==> src/hdl/dpm_pkg.sv <==
// Constants, types and state codes for the port-side host of a two-port mailbox memory.
// Assumes one host per memory port, a 25 MHz clock and device pins sampled as synchronous inputs.
package dpm_pkg;

  localparam int ADDR_W = 13;                        // Word address width of the memory
  localparam int DATA_W = 16;                        // Data width of one port
  localparam int SEM_ADDR_W = 3;                     // Flag space uses only the low address bits
  localparam logic [12:0] LEFT_MAILBOX = 13'h1ffe;   // Mailbox that raises the left flag
  localparam logic [12:0] RIGHT_MAILBOX = 13'h1fff;  // Mailbox that raises the right flag
  localparam logic [15:0] SEM_CLAIM_WORD = 16'h0000; // Zero on bit 0 requests a token
  localparam logic [15:0] SEM_FREE_WORD = 16'h0001;  // One on bit 0 releases a token

  localparam int CLK_PERIOD_NS = 40;                 // mclk_i period
  localparam int ACCESS_NS = 55;                     // Least strobe width for a full access
  localparam int SETTLE_NS = 20;                     // Least time for the collision result to settle
  localparam int ACCESS_CYC = (ACCESS_NS + CLK_PERIOD_NS - 1) / CLK_PERIOD_NS;
  localparam int SETTLE_CYC = (SETTLE_NS + CLK_PERIOD_NS - 1) / CLK_PERIOD_NS;
  localparam int RETRY_MAX = 16;                     // Settle retries before a write gives up

  // User commands
  typedef enum logic [2:0] {
    DPM_OP_READ = 3'h0,     // Plain memory read
    DPM_OP_WRITE = 3'h1,    // Plain memory write
    DPM_OP_POST = 3'h2,     // Write the partner's mailbox
    DPM_OP_FETCH = 3'h3,    // Read own mailbox, clearing own flag
    DPM_OP_SEM_TAKE = 3'h4, // Claim a semaphore then read it back
    DPM_OP_SEM_GIVE = 3'h5  // Release a semaphore
  } dpm_op_e;

  // Sequencer states, one-hot
  typedef enum logic [3:0] {
    DPM_ST_IDLE = 4'b0001,
    DPM_ST_SETUP = 4'b0010,
    DPM_ST_STROBE = 4'b0100,
    DPM_ST_GAP = 4'b1000
  } dpm_state_e;

  // One command from the user side
  typedef struct packed {
    dpm_op_e op;
    logic [ADDR_W-1:0] addr;
    logic [DATA_W-1:0] wdata;
  } dpm_cmd_s;

  // Control pins driven toward the memory port, all active low except the address
  typedef struct packed {
    logic [ADDR_W-1:0] addr;
    logic port_select_n;
    logic flag_space_select_n;
    logic write_strobe_n;
    logic output_enable_n;
  } dpm_pins_s;

  // Answer to the user side
  typedef struct packed {
    logic [DATA_W-1:0] rdata;
    logic collided;
    logic grant;
    logic error;
  } dpm_rsp_s;

endpackage : dpm_pkg

==> src/hdl/dpm_timer.sv <==
// Down counter that times setup and strobe phases of the port host.
// Assumes the loader holds load for one cycle; done stays high at zero.
`timescale 1ns/1ps
`default_nettype none
module dpm_timer #(
  parameter int WIDTH = 8
) (
  input wire logic mclk_i,
  input wire logic rst_n_i,
  input wire logic load_i,
  input wire logic [WIDTH-1:0] load_val_i,
  output logic done_o
);

  logic [WIDTH-1:0] count;      // Cycles left in the current phase
  logic [WIDTH-1:0] next_count; // Count for the next edge

  // Load wins over counting so that a phase can restart at once
  always_comb begin
    next_count = count;
    if (load_i) begin
      next_count = load_val_i;
    end else if (count != '0) begin
      next_count = count - WIDTH'(1);
    end
  end

  // Register only
  always_ff @(posedge mclk_i or negedge rst_n_i) begin
    if (!rst_n_i) begin
      count <= '0;
    end else begin
      count <= next_count;
    end
  end

  assign done_o = (count == '0);

endmodule : dpm_timer
`default_nettype wire

==> src/hdl/dpm_port_host.sv <==
// Host sequencer for one port of a two-port mailbox memory: memory, mailbox and semaphore accesses.
// Assumes device pins are synchronous to mclk_i and the data bus is resolved outside from data_oe_o.
`timescale 1ns/1ps
`default_nettype none
module dpm_port_host
  import dpm_pkg::*;
#(
  parameter bit LEFT_PORT = 1'b1, // Selects which mailbox is own and which is partner's
  parameter int TIMER_W = 8       // Width of the phase timer
) (
  input wire logic mclk_i,
  input wire logic rst_n_i,
  input wire logic cmd_valid_i,
  input wire dpm_cmd_s cmd_i,
  output logic cmd_ready_o,
  output logic done_o,
  output dpm_rsp_s rsp_o,
  output dpm_pins_s pins_o,
  output logic [DATA_W-1:0] data_o,
  output logic data_oe_o,
  input wire logic [DATA_W-1:0] data_i,
  input wire logic collision_flag_n_i,
  input wire logic mailbox_flag_n_i,
  output logic mailbox_pending_o
);

  // Mailbox choice per side
  localparam logic [ADDR_W-1:0] OWN_BOX = LEFT_PORT ? LEFT_MAILBOX : RIGHT_MAILBOX;
  localparam logic [ADDR_W-1:0] PARTNER_BOX = LEFT_PORT ? RIGHT_MAILBOX : LEFT_MAILBOX;
  localparam logic [TIMER_W-1:0] SETTLE_LOAD = TIMER_W'(SETTLE_CYC - 1);
  localparam logic [TIMER_W-1:0] ACCESS_LOAD = TIMER_W'(ACCESS_CYC - 1);
  localparam int RETRY_W = $clog2(RETRY_MAX + 1);

  dpm_state_e state, next_state;           // Sequencer state
  dpm_cmd_s cmd, next_cmd;                 // Command being served
  dpm_pins_s pins, next_pins;              // Registered control pins
  dpm_rsp_s rsp, next_rsp;                 // Registered answer
  logic [DATA_W-1:0] wdata, next_wdata;    // Registered bus data
  logic data_oe, next_data_oe;             // Registered bus drive enable
  logic is_write, next_is_write;           // Current pass writes
  logic is_sem, next_is_sem;               // Current pass targets flag space
  logic phase, next_phase;                 // Second pass of a semaphore claim
  logic ready, next_ready;                 // Registered ready
  logic done, next_done;                   // One-cycle completion pulse
  logic [RETRY_W-1:0] retries, next_retries; // Settle retries of a blocked write
  logic mbox, next_mbox;                   // Registered own mailbox flag
  logic tmr_load;                          // Restart the phase timer
  logic [TIMER_W-1:0] tmr_val;             // Timer reload value
  logic tmr_done;                          // Current phase elapsed

  dpm_timer #(
    .WIDTH(TIMER_W)
  ) u_timer (
    .mclk_i(mclk_i),
    .rst_n_i(rst_n_i),
    .load_i(tmr_load),
    .load_val_i(tmr_val),
    .done_o(tmr_done)
  );

  // Own flag is shown as an active-high level; pin is active low
  always_comb begin
    next_mbox = !mailbox_flag_n_i;
  end

  // Sequencer: every pin change happens on a state edge so that outputs stay registered
  always_comb begin
    next_state = state;
    next_cmd = cmd;
    next_pins = pins;
    next_rsp = rsp;
    next_wdata = wdata;
    next_data_oe = data_oe;
    next_is_write = is_write;
    next_is_sem = is_sem;
    next_phase = phase;
    next_done = 1'b0;
    next_retries = retries;
    tmr_load = 1'b0;
    tmr_val = SETTLE_LOAD;
    case (state)
      DPM_ST_IDLE: begin
        if (cmd_valid_i) begin
          next_cmd = cmd_i;
          next_rsp = '0;
          next_phase = 1'b0;
          next_retries = '0;
          next_is_sem = (cmd_i.op == DPM_OP_SEM_TAKE) || (cmd_i.op == DPM_OP_SEM_GIVE);
          next_is_write = (cmd_i.op != DPM_OP_READ) && (cmd_i.op != DPM_OP_FETCH);
          next_wdata = cmd_i.wdata;
          next_pins.addr = cmd_i.addr; // Plain accesses may reach the mailbox words as storage
          case (cmd_i.op)
            DPM_OP_POST: begin
              next_pins.addr = PARTNER_BOX; // Partner's flag rises on this write
            end
            DPM_OP_FETCH: begin
              next_pins.addr = OWN_BOX; // Reading own box with enable low clears own flag
            end
            DPM_OP_SEM_TAKE: begin
              next_pins.addr = {{(ADDR_W-SEM_ADDR_W){1'b0}}, cmd_i.addr[SEM_ADDR_W-1:0]};
              next_wdata = SEM_CLAIM_WORD; // Write first, read after, to avoid contention
            end
            DPM_OP_SEM_GIVE: begin
              next_pins.addr = {{(ADDR_W-SEM_ADDR_W){1'b0}}, cmd_i.addr[SEM_ADDR_W-1:0]};
              next_wdata = SEM_FREE_WORD; // Owner's one frees or hands over the token
            end
            default: begin
              next_pins.addr = cmd_i.addr;
            end
          endcase
          // Only one space is selected at a time; both high is standby
          next_pins.port_select_n = next_is_sem;
          next_pins.flag_space_select_n = !next_is_sem;
          tmr_load = 1'b1;
          tmr_val = SETTLE_LOAD;
          next_state = DPM_ST_SETUP;
        end
      end
      DPM_ST_SETUP: begin
        // Address and select stand while the collision result settles
        if (tmr_done) begin
          if (is_write && !is_sem && !collision_flag_n_i) begin
            // Strobing now would be gated away, so wait; a held-low input gives up with an error after RETRY_MAX retries
            if (retries == RETRY_W'(RETRY_MAX)) begin
              next_rsp.error = 1'b1;
              next_rsp.collided = 1'b1;
              next_pins.port_select_n = 1'b1;
              next_pins.flag_space_select_n = 1'b1;
              next_state = DPM_ST_GAP;
            end else begin
              next_retries = retries + RETRY_W'(1);
              tmr_load = 1'b1;
              tmr_val = SETTLE_LOAD;
            end
          end else begin
            // Collision input high lets the write go ahead as normal
            next_pins.write_strobe_n = !is_write;
            next_pins.output_enable_n = is_write;
            next_data_oe = is_write;
            tmr_load = 1'b1;
            tmr_val = ACCESS_LOAD; // Fixed length: flag accesses add no wait
            next_state = DPM_ST_STROBE;
          end
        end
      end
      DPM_ST_STROBE: begin
        if (tmr_done) begin
          if (!is_write) begin
            next_rsp.rdata = data_i;
            next_rsp.grant = is_sem && !data_i[0]; // Zero read back means this side owns it
          end
          // A read under collision is served but reported to the user
          next_rsp.collided = rsp.collided || !collision_flag_n_i;
          next_pins.write_strobe_n = 1'b1;
          next_pins.output_enable_n = 1'b1;
          next_pins.port_select_n = 1'b1;
          next_pins.flag_space_select_n = 1'b1;
          next_data_oe = 1'b0;
          next_state = DPM_ST_GAP;
        end
      end
      DPM_ST_GAP: begin
        // Selects dropped for a cycle so the next flag read latches a fresh value
        if (cmd.op == DPM_OP_SEM_TAKE && !phase && !rsp.error) begin
          next_phase = 1'b1;
          next_is_write = 1'b0;
          next_pins.flag_space_select_n = 1'b0;
          tmr_load = 1'b1;
          tmr_val = SETTLE_LOAD;
          next_state = DPM_ST_SETUP;
        end else begin
          next_done = 1'b1;
          next_state = DPM_ST_IDLE;
        end
      end
      default: begin
        next_state = DPM_ST_IDLE;
        next_pins = '{addr: '0, default: 1'b1};
        next_data_oe = 1'b0;
      end
    endcase
    next_ready = (next_state == DPM_ST_IDLE);
  end

  // Register only
  always_ff @(posedge mclk_i or negedge rst_n_i) begin
    if (!rst_n_i) begin
      state <= DPM_ST_IDLE;
      cmd <= '0;
      pins <= '{addr: '0, default: 1'b1};
      rsp <= '0;
      wdata <= '0;
      data_oe <= 1'b0;
      is_write <= 1'b0;
      is_sem <= 1'b0;
      phase <= 1'b0;
      ready <= 1'b0;
      done <= 1'b0;
      retries <= '0;
      mbox <= 1'b0;
    end else begin
      state <= next_state;
      cmd <= next_cmd;
      pins <= next_pins;
      rsp <= next_rsp;
      wdata <= next_wdata;
      data_oe <= next_data_oe;
      is_write <= next_is_write;
      is_sem <= next_is_sem;
      phase <= next_phase;
      ready <= next_ready;
      done <= next_done;
      retries <= next_retries;
      mbox <= next_mbox;
    end
  end

  // Every output is a flop; the collision input is the array's combined, single-master result
  assign cmd_ready_o = ready;
  assign done_o = done;
  assign rsp_o = rsp;
  assign pins_o = pins;
  assign data_o = wdata;
  assign data_oe_o = data_oe;
  assign mailbox_pending_o = mbox;
endmodule : dpm_port_host
`default_nettype wire

==> config.mk <==
export PLATFORM = sky130hd
export DESIGN_NAME = dpm_port_host
export DESIGN_NICKNAME = d
export VERILOG_FILES = /design/src/hdl/dpm_pkg.sv /design/src/hdl/dpm_timer.sv /design/src/hdl/dpm_port_host.sv
export SDC_FILE = /design/constraint.sdc
export NUM_CORES = 1
export LEC_CHECK = 0
export CAP_MARGIN = 30
export CORE_MARGIN = 5
export CORE_UTILIZATION = 50
export CTS_CLUSTER_SIZE = 8
export DETAILED_ROUTE_END_ITERATION = 12
export DONT_BUFFER_PORTS = 1
export HOLD_SLACK_MARGIN = 0.05
export PLACE_DENSITY = 0.61
export SYNTH_ARGS = -nofsm -noshare
export SYNTH_HDL_FRONTEND = slang
export SYNTH_SLANG_ARGS = --single-unit
==> constraint.sdc <==
create_clock -name mclk_i -period 5.8 [get_ports mclk_i]
set_clock_uncertainty 0.05 [all_clocks]
set_input_delay 0.29 -clock mclk_i [delete_from_list [all_inputs] [get_ports mclk_i]]
set_output_delay 0.29 -clock mclk_i [all_outputs]
set_load 0.03 [all_outputs]
## Word-level counts from Yosys, hierarchy flattened

Cells that the tools add are included.
W data, S select, Z words.

| storage, ports and cells | value |
|---|---|
| input port bits | 53 |
| bits in latches | 0 |
| output and inout bits | 56 |
| RAM bits | 0 |
| logic and storage cells | 142 |
| memories | 0 |
| memory bits (read-only) | 0 |
| register bits | 79 |

| operators by class | value |
|---|---|
| magnitude comparators | 0 |
| bitwise logic cells | 3 |
| multiplexer cells | 58 |
| $add $sub $neg | 2 |
| divide/modulo/power cells | 0 |
| reduce and logical (&&, ||, !) cells | 37 |
| shift-type cells | 0 |
| multiply operators | 0 |
| eq/ne operators | 21 |

Operators with widths:

| cell | count |
|---|---|
| $pmux W16 S2 | 2 |
| $pmux W13 S3 | 1 |
| $mux W8 | 4 |
| $mux W4 | 7 |
| $pmux W13 S2 | 1 |
| $mux W5 | 4 |
| $mux W1 | 19 |
| $mux W19 | 1 |
| $mux W18 | 1 |
| $ne A2 B2 Y1 const B | 9 |
| $reduce_and A6 Y1 | 3 |
| $mux W16 | 1 |
| $pmux W4 S4 | 1 |
| $mux W15 | 1 |
| $pmux W5 S2 | 1 |
| $reduce_and A5 Y1 | 2 |
| $eq A3 B3 Y1 const B | 3 |
| $pmux W1 S3 | 3 |
| $eq A4 B1 Y1 const B | 2 |
| $logic_not A1 Y1 | 8 |
| $logic_not A8 Y1 | 1 |
| $mux W2 | 4 |
| $pmux W1 S2 | 4 |
| $pmux W1 S4 | 2 |
| 20 further kinds | 36 |

## Longest topological paths before layout

| logic depth | value |
|---|---|
| depth in word-level cells | 7 |
| depth in mapped cells | 8 |
| gate-level depth less buffers | 6 |

## Modules after synthesis

From an unflattened synthesis, not the netlist that was laid out.

| second synthesis, totals | value |
|---|---|
| cells, all modules | 402 |
| area total of the unflattened synthesis | 3913.8 um2 |

Modules (own cells, without submodules):

| module | area an instance (um2) | sequential area each (um2) | cells an instance | times used |
|---|---|---|---|---|
| dpm_port_host | 3425.8 | 1783.0 | 348 | 1 |
| dpm_timer | 488.0 | 200.2 | 54 | 1 |

## Worst setup path before layout

No wires, ideal clock.

| timing | value |
|---|---|
| path type | reg2reg |
| from | reg u_timer.count[0] |
| to | reg pins (netlist bit pins_o[2]) |
| cell stages (with the launch flop) | 8 |
| clock period less this slack | 1982 ps |
| data required time | 5665 ps |
| arrival | 1847 ps |
| setup slack | 3818 ps |
| path buffers | 1 |
| library setup time | 85 ps |
| path through | dfrtp_1 > inv_1 > ha_1 > nor3b_1 > buf_2 > a21oi_1 > nor4_2 > mux2_1 |

| on the way | value |
|---|---|
| word-level cells in the longest chain between the ends | 3 |
| elaborated cells on any way between the ends | 4 |
| classes of those cells | eq/ne: 2; reduce/logical: 2 |

RTL lines:

| element | line | source |
|---|---|---|
| from (decl) | dpm_timer.sv:15 | `logic [WIDTH-1:0] count;` |
| from (signal assigned) | dpm_timer.sv:33 | `count <= next_count;` |
| $logic_not A8 Y1 (*) | dpm_timer.sv:37 | `assign done_o = (count == '0);` |
| $ne A2 B2 Y1 (no line) | - |  |
| $reduce_and A6 Y1 (no line) (*) | - |  |
| to (signal assigned) | dpm_port_host.sv:204 | `pins <= next_pins;` |
| to (decl) | dpm_port_host.sv:36 | `dpm_pins_s pins, next_pins;` |

Mark *: on every way between the ends. The rest lies on a longest branch, timed or not.
A chain may end at the register's enable or synchronous reset.

## Worst setup path after layout

| timing | value |
|---|---|
| from | reg state[3] |
| to | reg rsp (netlist bit rsp_o[1]) |

| on the way | value |
|---|---|
| word-level cells in the longest chain between the ends | 3 |
| elaborated cells on any way between the ends | 8 |
| classes of those cells | eq/ne: 5; mux: 1; reduce/logical: 2 |

RTL lines:

| element | line | source |
|---|---|---|
| from (decl) | dpm_port_host.sv:34 | `dpm_state_e state, next_state;` |
| from (signal assigned) | dpm_port_host.sv:202 | `state <= next_state;` |
| $eq A4 B3 Y1 / $eq A4 B1 Y1 (equally long branches) | dpm_port_host.sv:81 | `case (state)` |
| $ne A2 B2 Y1 (no line) / $reduce_bool A2 Y1 (equally long branches) | - |  |
| $reduce_and A4 Y1 (no line) | - |  |
| to (signal assigned) | dpm_port_host.sv:205 | `rsp <= next_rsp;` |
| to (decl) | dpm_port_host.sv:37 | `dpm_rsp_s rsp, next_rsp;` |

Parallel ways exist; a longest one is shown, timed or not.

==> flow_summary.json <==
{
  "nFillCells": 613,
  "drtAntennaViolNets": 0,
  "synth_nets": 408,
  "cp-start-kind": "flop",
  "synth_top_area_cell": "dfrtp_1",
  "finalCriticalPeriod_ps": 2355,
  "timing.hold.ws_ps": 83.81,
  "hold_viol": 0,
  "drt_iter0_markers": 98,
  "p_total_mw": 2.139,
  "grt_start_max_net_pins": 80,
  "powerDensity_mw_per_mm2": 477.6,
  "synth_top_cell_area_share_pct": 48.43,
  "grt_use_total_pct": 18.25,
  "ys_ff_latch": 79,
  "via_per_inst": 5.551,
  "final_util_pct": 61.09,
  "yosysUniqueCellTypes": 65,
  "htree_num_levels": 3,
  "hpwlAfterDp_um": 5579,
  "cts_setup_buffers": 0,
  "fin_cells": 486,
  "fmax_mhz": 424.6,
  "slew_viol_final": 0,
  "drive_gt1_share_pct": 11.89,
  "overflow": 0,
  "relSlewSlack_pct": 39.87,
  "pin_count": 109,
  "ys_seq_area_share_pct": 51.87,
  "antenna_found_initial": 0,
  "synthArstFlopShare_pct": 100.0,
  "place_inst": 431,
  "grt_pass1_vias": 2776,
  "synth_flop_cell": "dfrtp_1",
  "dpl_cell_area_mm2": 0.003829,
  "synth_edf_count": 0,
  "final_area_mm2": 0.004478,
  "fin_crit_sh_pct": 40.61,
  "power_leakage_nw": 1.948,
  "n_antenna_cell": 0,
  "area_delta_synth_final_pct": 17.11,
  "setup_viol": 0,
  "die_w_um": 97.45,
  "dpl_worst_slack_ps": 3099,
  "cts-root-buf": "clkbuf_8",
  "cts_tree": "built",
  "r2r_start": "state[3]$_DFF_PN0_",
  "drt-wirelength-per-cell_um": 17.56,
  "nets": 439,
  "clk_pin_slew_worst_paths_ps": 90,
  "die_h_um": 97.45,
  "finalWorstSetupSlack_ps": 3445,
  "hp-class": "input port to flop",
  "ys_warn_count": 0,
  "netlist_area_mm2": 0.003824,
  "wl_um": 8535,
  "synth.avg_cell_area_um2": 10.89,
  "synth_cells": 351,
  "die_area_mm2": 0.009497,
  "yosys-top-cells-area": "dfrtp_1 48%, mux2i_1 7.9%, inv_1 3.9%, a22o_1 3.4%, dfstp_2 3.4%",
  "initial_core_util_pct": 52.16,
  "cp_max_fo": 16,
  "maxCapViolations": 0,
  "routabilityCongestion": 0.7436,
  "synth_common_cells": "74 x dfrtp_1, 40 x inv_1, 32 x nand2_1, 30 x mux2i_1, 16 x o21ai_0",
  "clock_sinks": 79,
  "arrival_ps": 2540,
  "min_from": "cmd_i[29]",
  "critPathKind": "flop to flop",
  "portBuffers": 0,
  "cts_buffers": 9,
  "rsz0062_at_grt": "no",
  "drc": 0,
  "rrSetupSlack_ps": 3440,
  "clock_latency_ps": 340,
  "ir_drop_v": 0.0002700,
  "core_area_mm2": 0.007331,
  "hold_buffers": 37,
  "cts_buffer_depth": 2,
  "critical_path.startpoint": "state[3]$_DFF_PN0_",
  "vias": 2698,
  "grt_pass1_wl_um": 14210,
  "yosysMostFrequentCell": "dfrtp_1",
  "rows": 31,
  "status": "finished, final reports clean",
  "final.setup.tns_ps": 0,
  "crit_required_ps": 5980,
  "worst_pin_slew_ps": 895.0,
  "end_kind": "flop",
  "drt_first_pass_iters": 4,
  "ctsResizeCount": 0
}
==> flip-flops by register name, summed over array words and instances (netlist names) <==
register / flops
rsp_o: 19
pins_o: 17
data_o: 16
u_timer.count: 8
retries: 5
state: 4
cmd: 3
cmd_ready_o: 1
data_oe_o: 1
done_o: 1
is_sem: 1
is_write: 1
mailbox_pending_o: 1
phase: 1
==> critical path, cell delays in order (launching register included) <==
cell and delay, ps:
dfrtp_1 530, or4b_1 750, a31oi_1 350, nor3_4 100
buf_16 180, mux2_4 290
==> cells by family after synthesis <==
| family | share of synthesized area, % |
|---|---|
| buffers and inverters | 7.951 |
| AND/OR/NAND/NOR | 15.25 |
| AO/OA/AOI/OAI | 13.42 |
| flip-flops | 51.87 |
| XOR/XNOR | 1.374 |
| adder cells (fa/ha/maj) | 1.309 |
| multiplexers | 8.835 |
==> placed cells by master (no fill, tap or decap), types with 8 or more instances in the layout <==
| cell type | instances |
|---|---|
| dfrtp_1 | 74 |
| inv_1 | 40 |
| dlygate4sd3_1 | 36 |
| nand2_1 | 32 |
| mux2i_1 | 30 |
| o21ai_0 | 16 |
| a22o_1 | 15 |
| nor2_1 | 11 |
| clkbuf_8 | 10 |
| nor3_1 | 9 |
| a21oi_1 | 8 |
==> final timing paths <==
kind,end,cells past startpoint
hold reg to reg,cmd[31]$_DFFE_PN0P_,2
max in group asynchronous,pins_o[3]$_DFFE_PN1P_,2
setup reg to reg,rsp_o[1]$_DFFE_PN0P_,5
setup / recovery,rsp_o[1]$_DFFE_PN0P_,5
min in group asynchronous,rsp_o[12]$_DFFE_PN0P_,2
hold / removal,cmd[29]$_DFFE_PN0P_,2
==> layout make-up <==
| type | count | area [um2] | area share (%) |
|---|---|---|---|
| Inverter | 40 | 150.1 | 3.353 |
| Clock buffer | 10 | 137.6 | 3.073 |
| Multi-Input combinational cell | 210 | 1549 | 34.59 |
| Tap cell | 99 | 123.9 | 2.766 |
| Timing Repair Buffer | 42 | 465.4 | 10.39 |
| Sequential cell | 79 | 1983 | 44.29 |
| Clock inverter | 6 | 68.82 | 1.537 |
==> power by group <==
group	total (mW)	switching, mW	leakage, nW	internal [mW]
combinational	0.674	0.350	0.818	0.324
sequential	1.05	0.339	1.03	0.708
clock	0.418	0.205	0.103	0.213
total	2.14	0.894	1.95	1.24
==> metal layers <==
metal / part of all wire (%) / GRT usage, %
met4: 0.73 / 4.366
met5: 0 / 0
met3: 8.4 / 7.107
met1: 45 / 24.09
met2: 46 / 28.41
No activity file was read; power rests on OpenSTA's default activity.
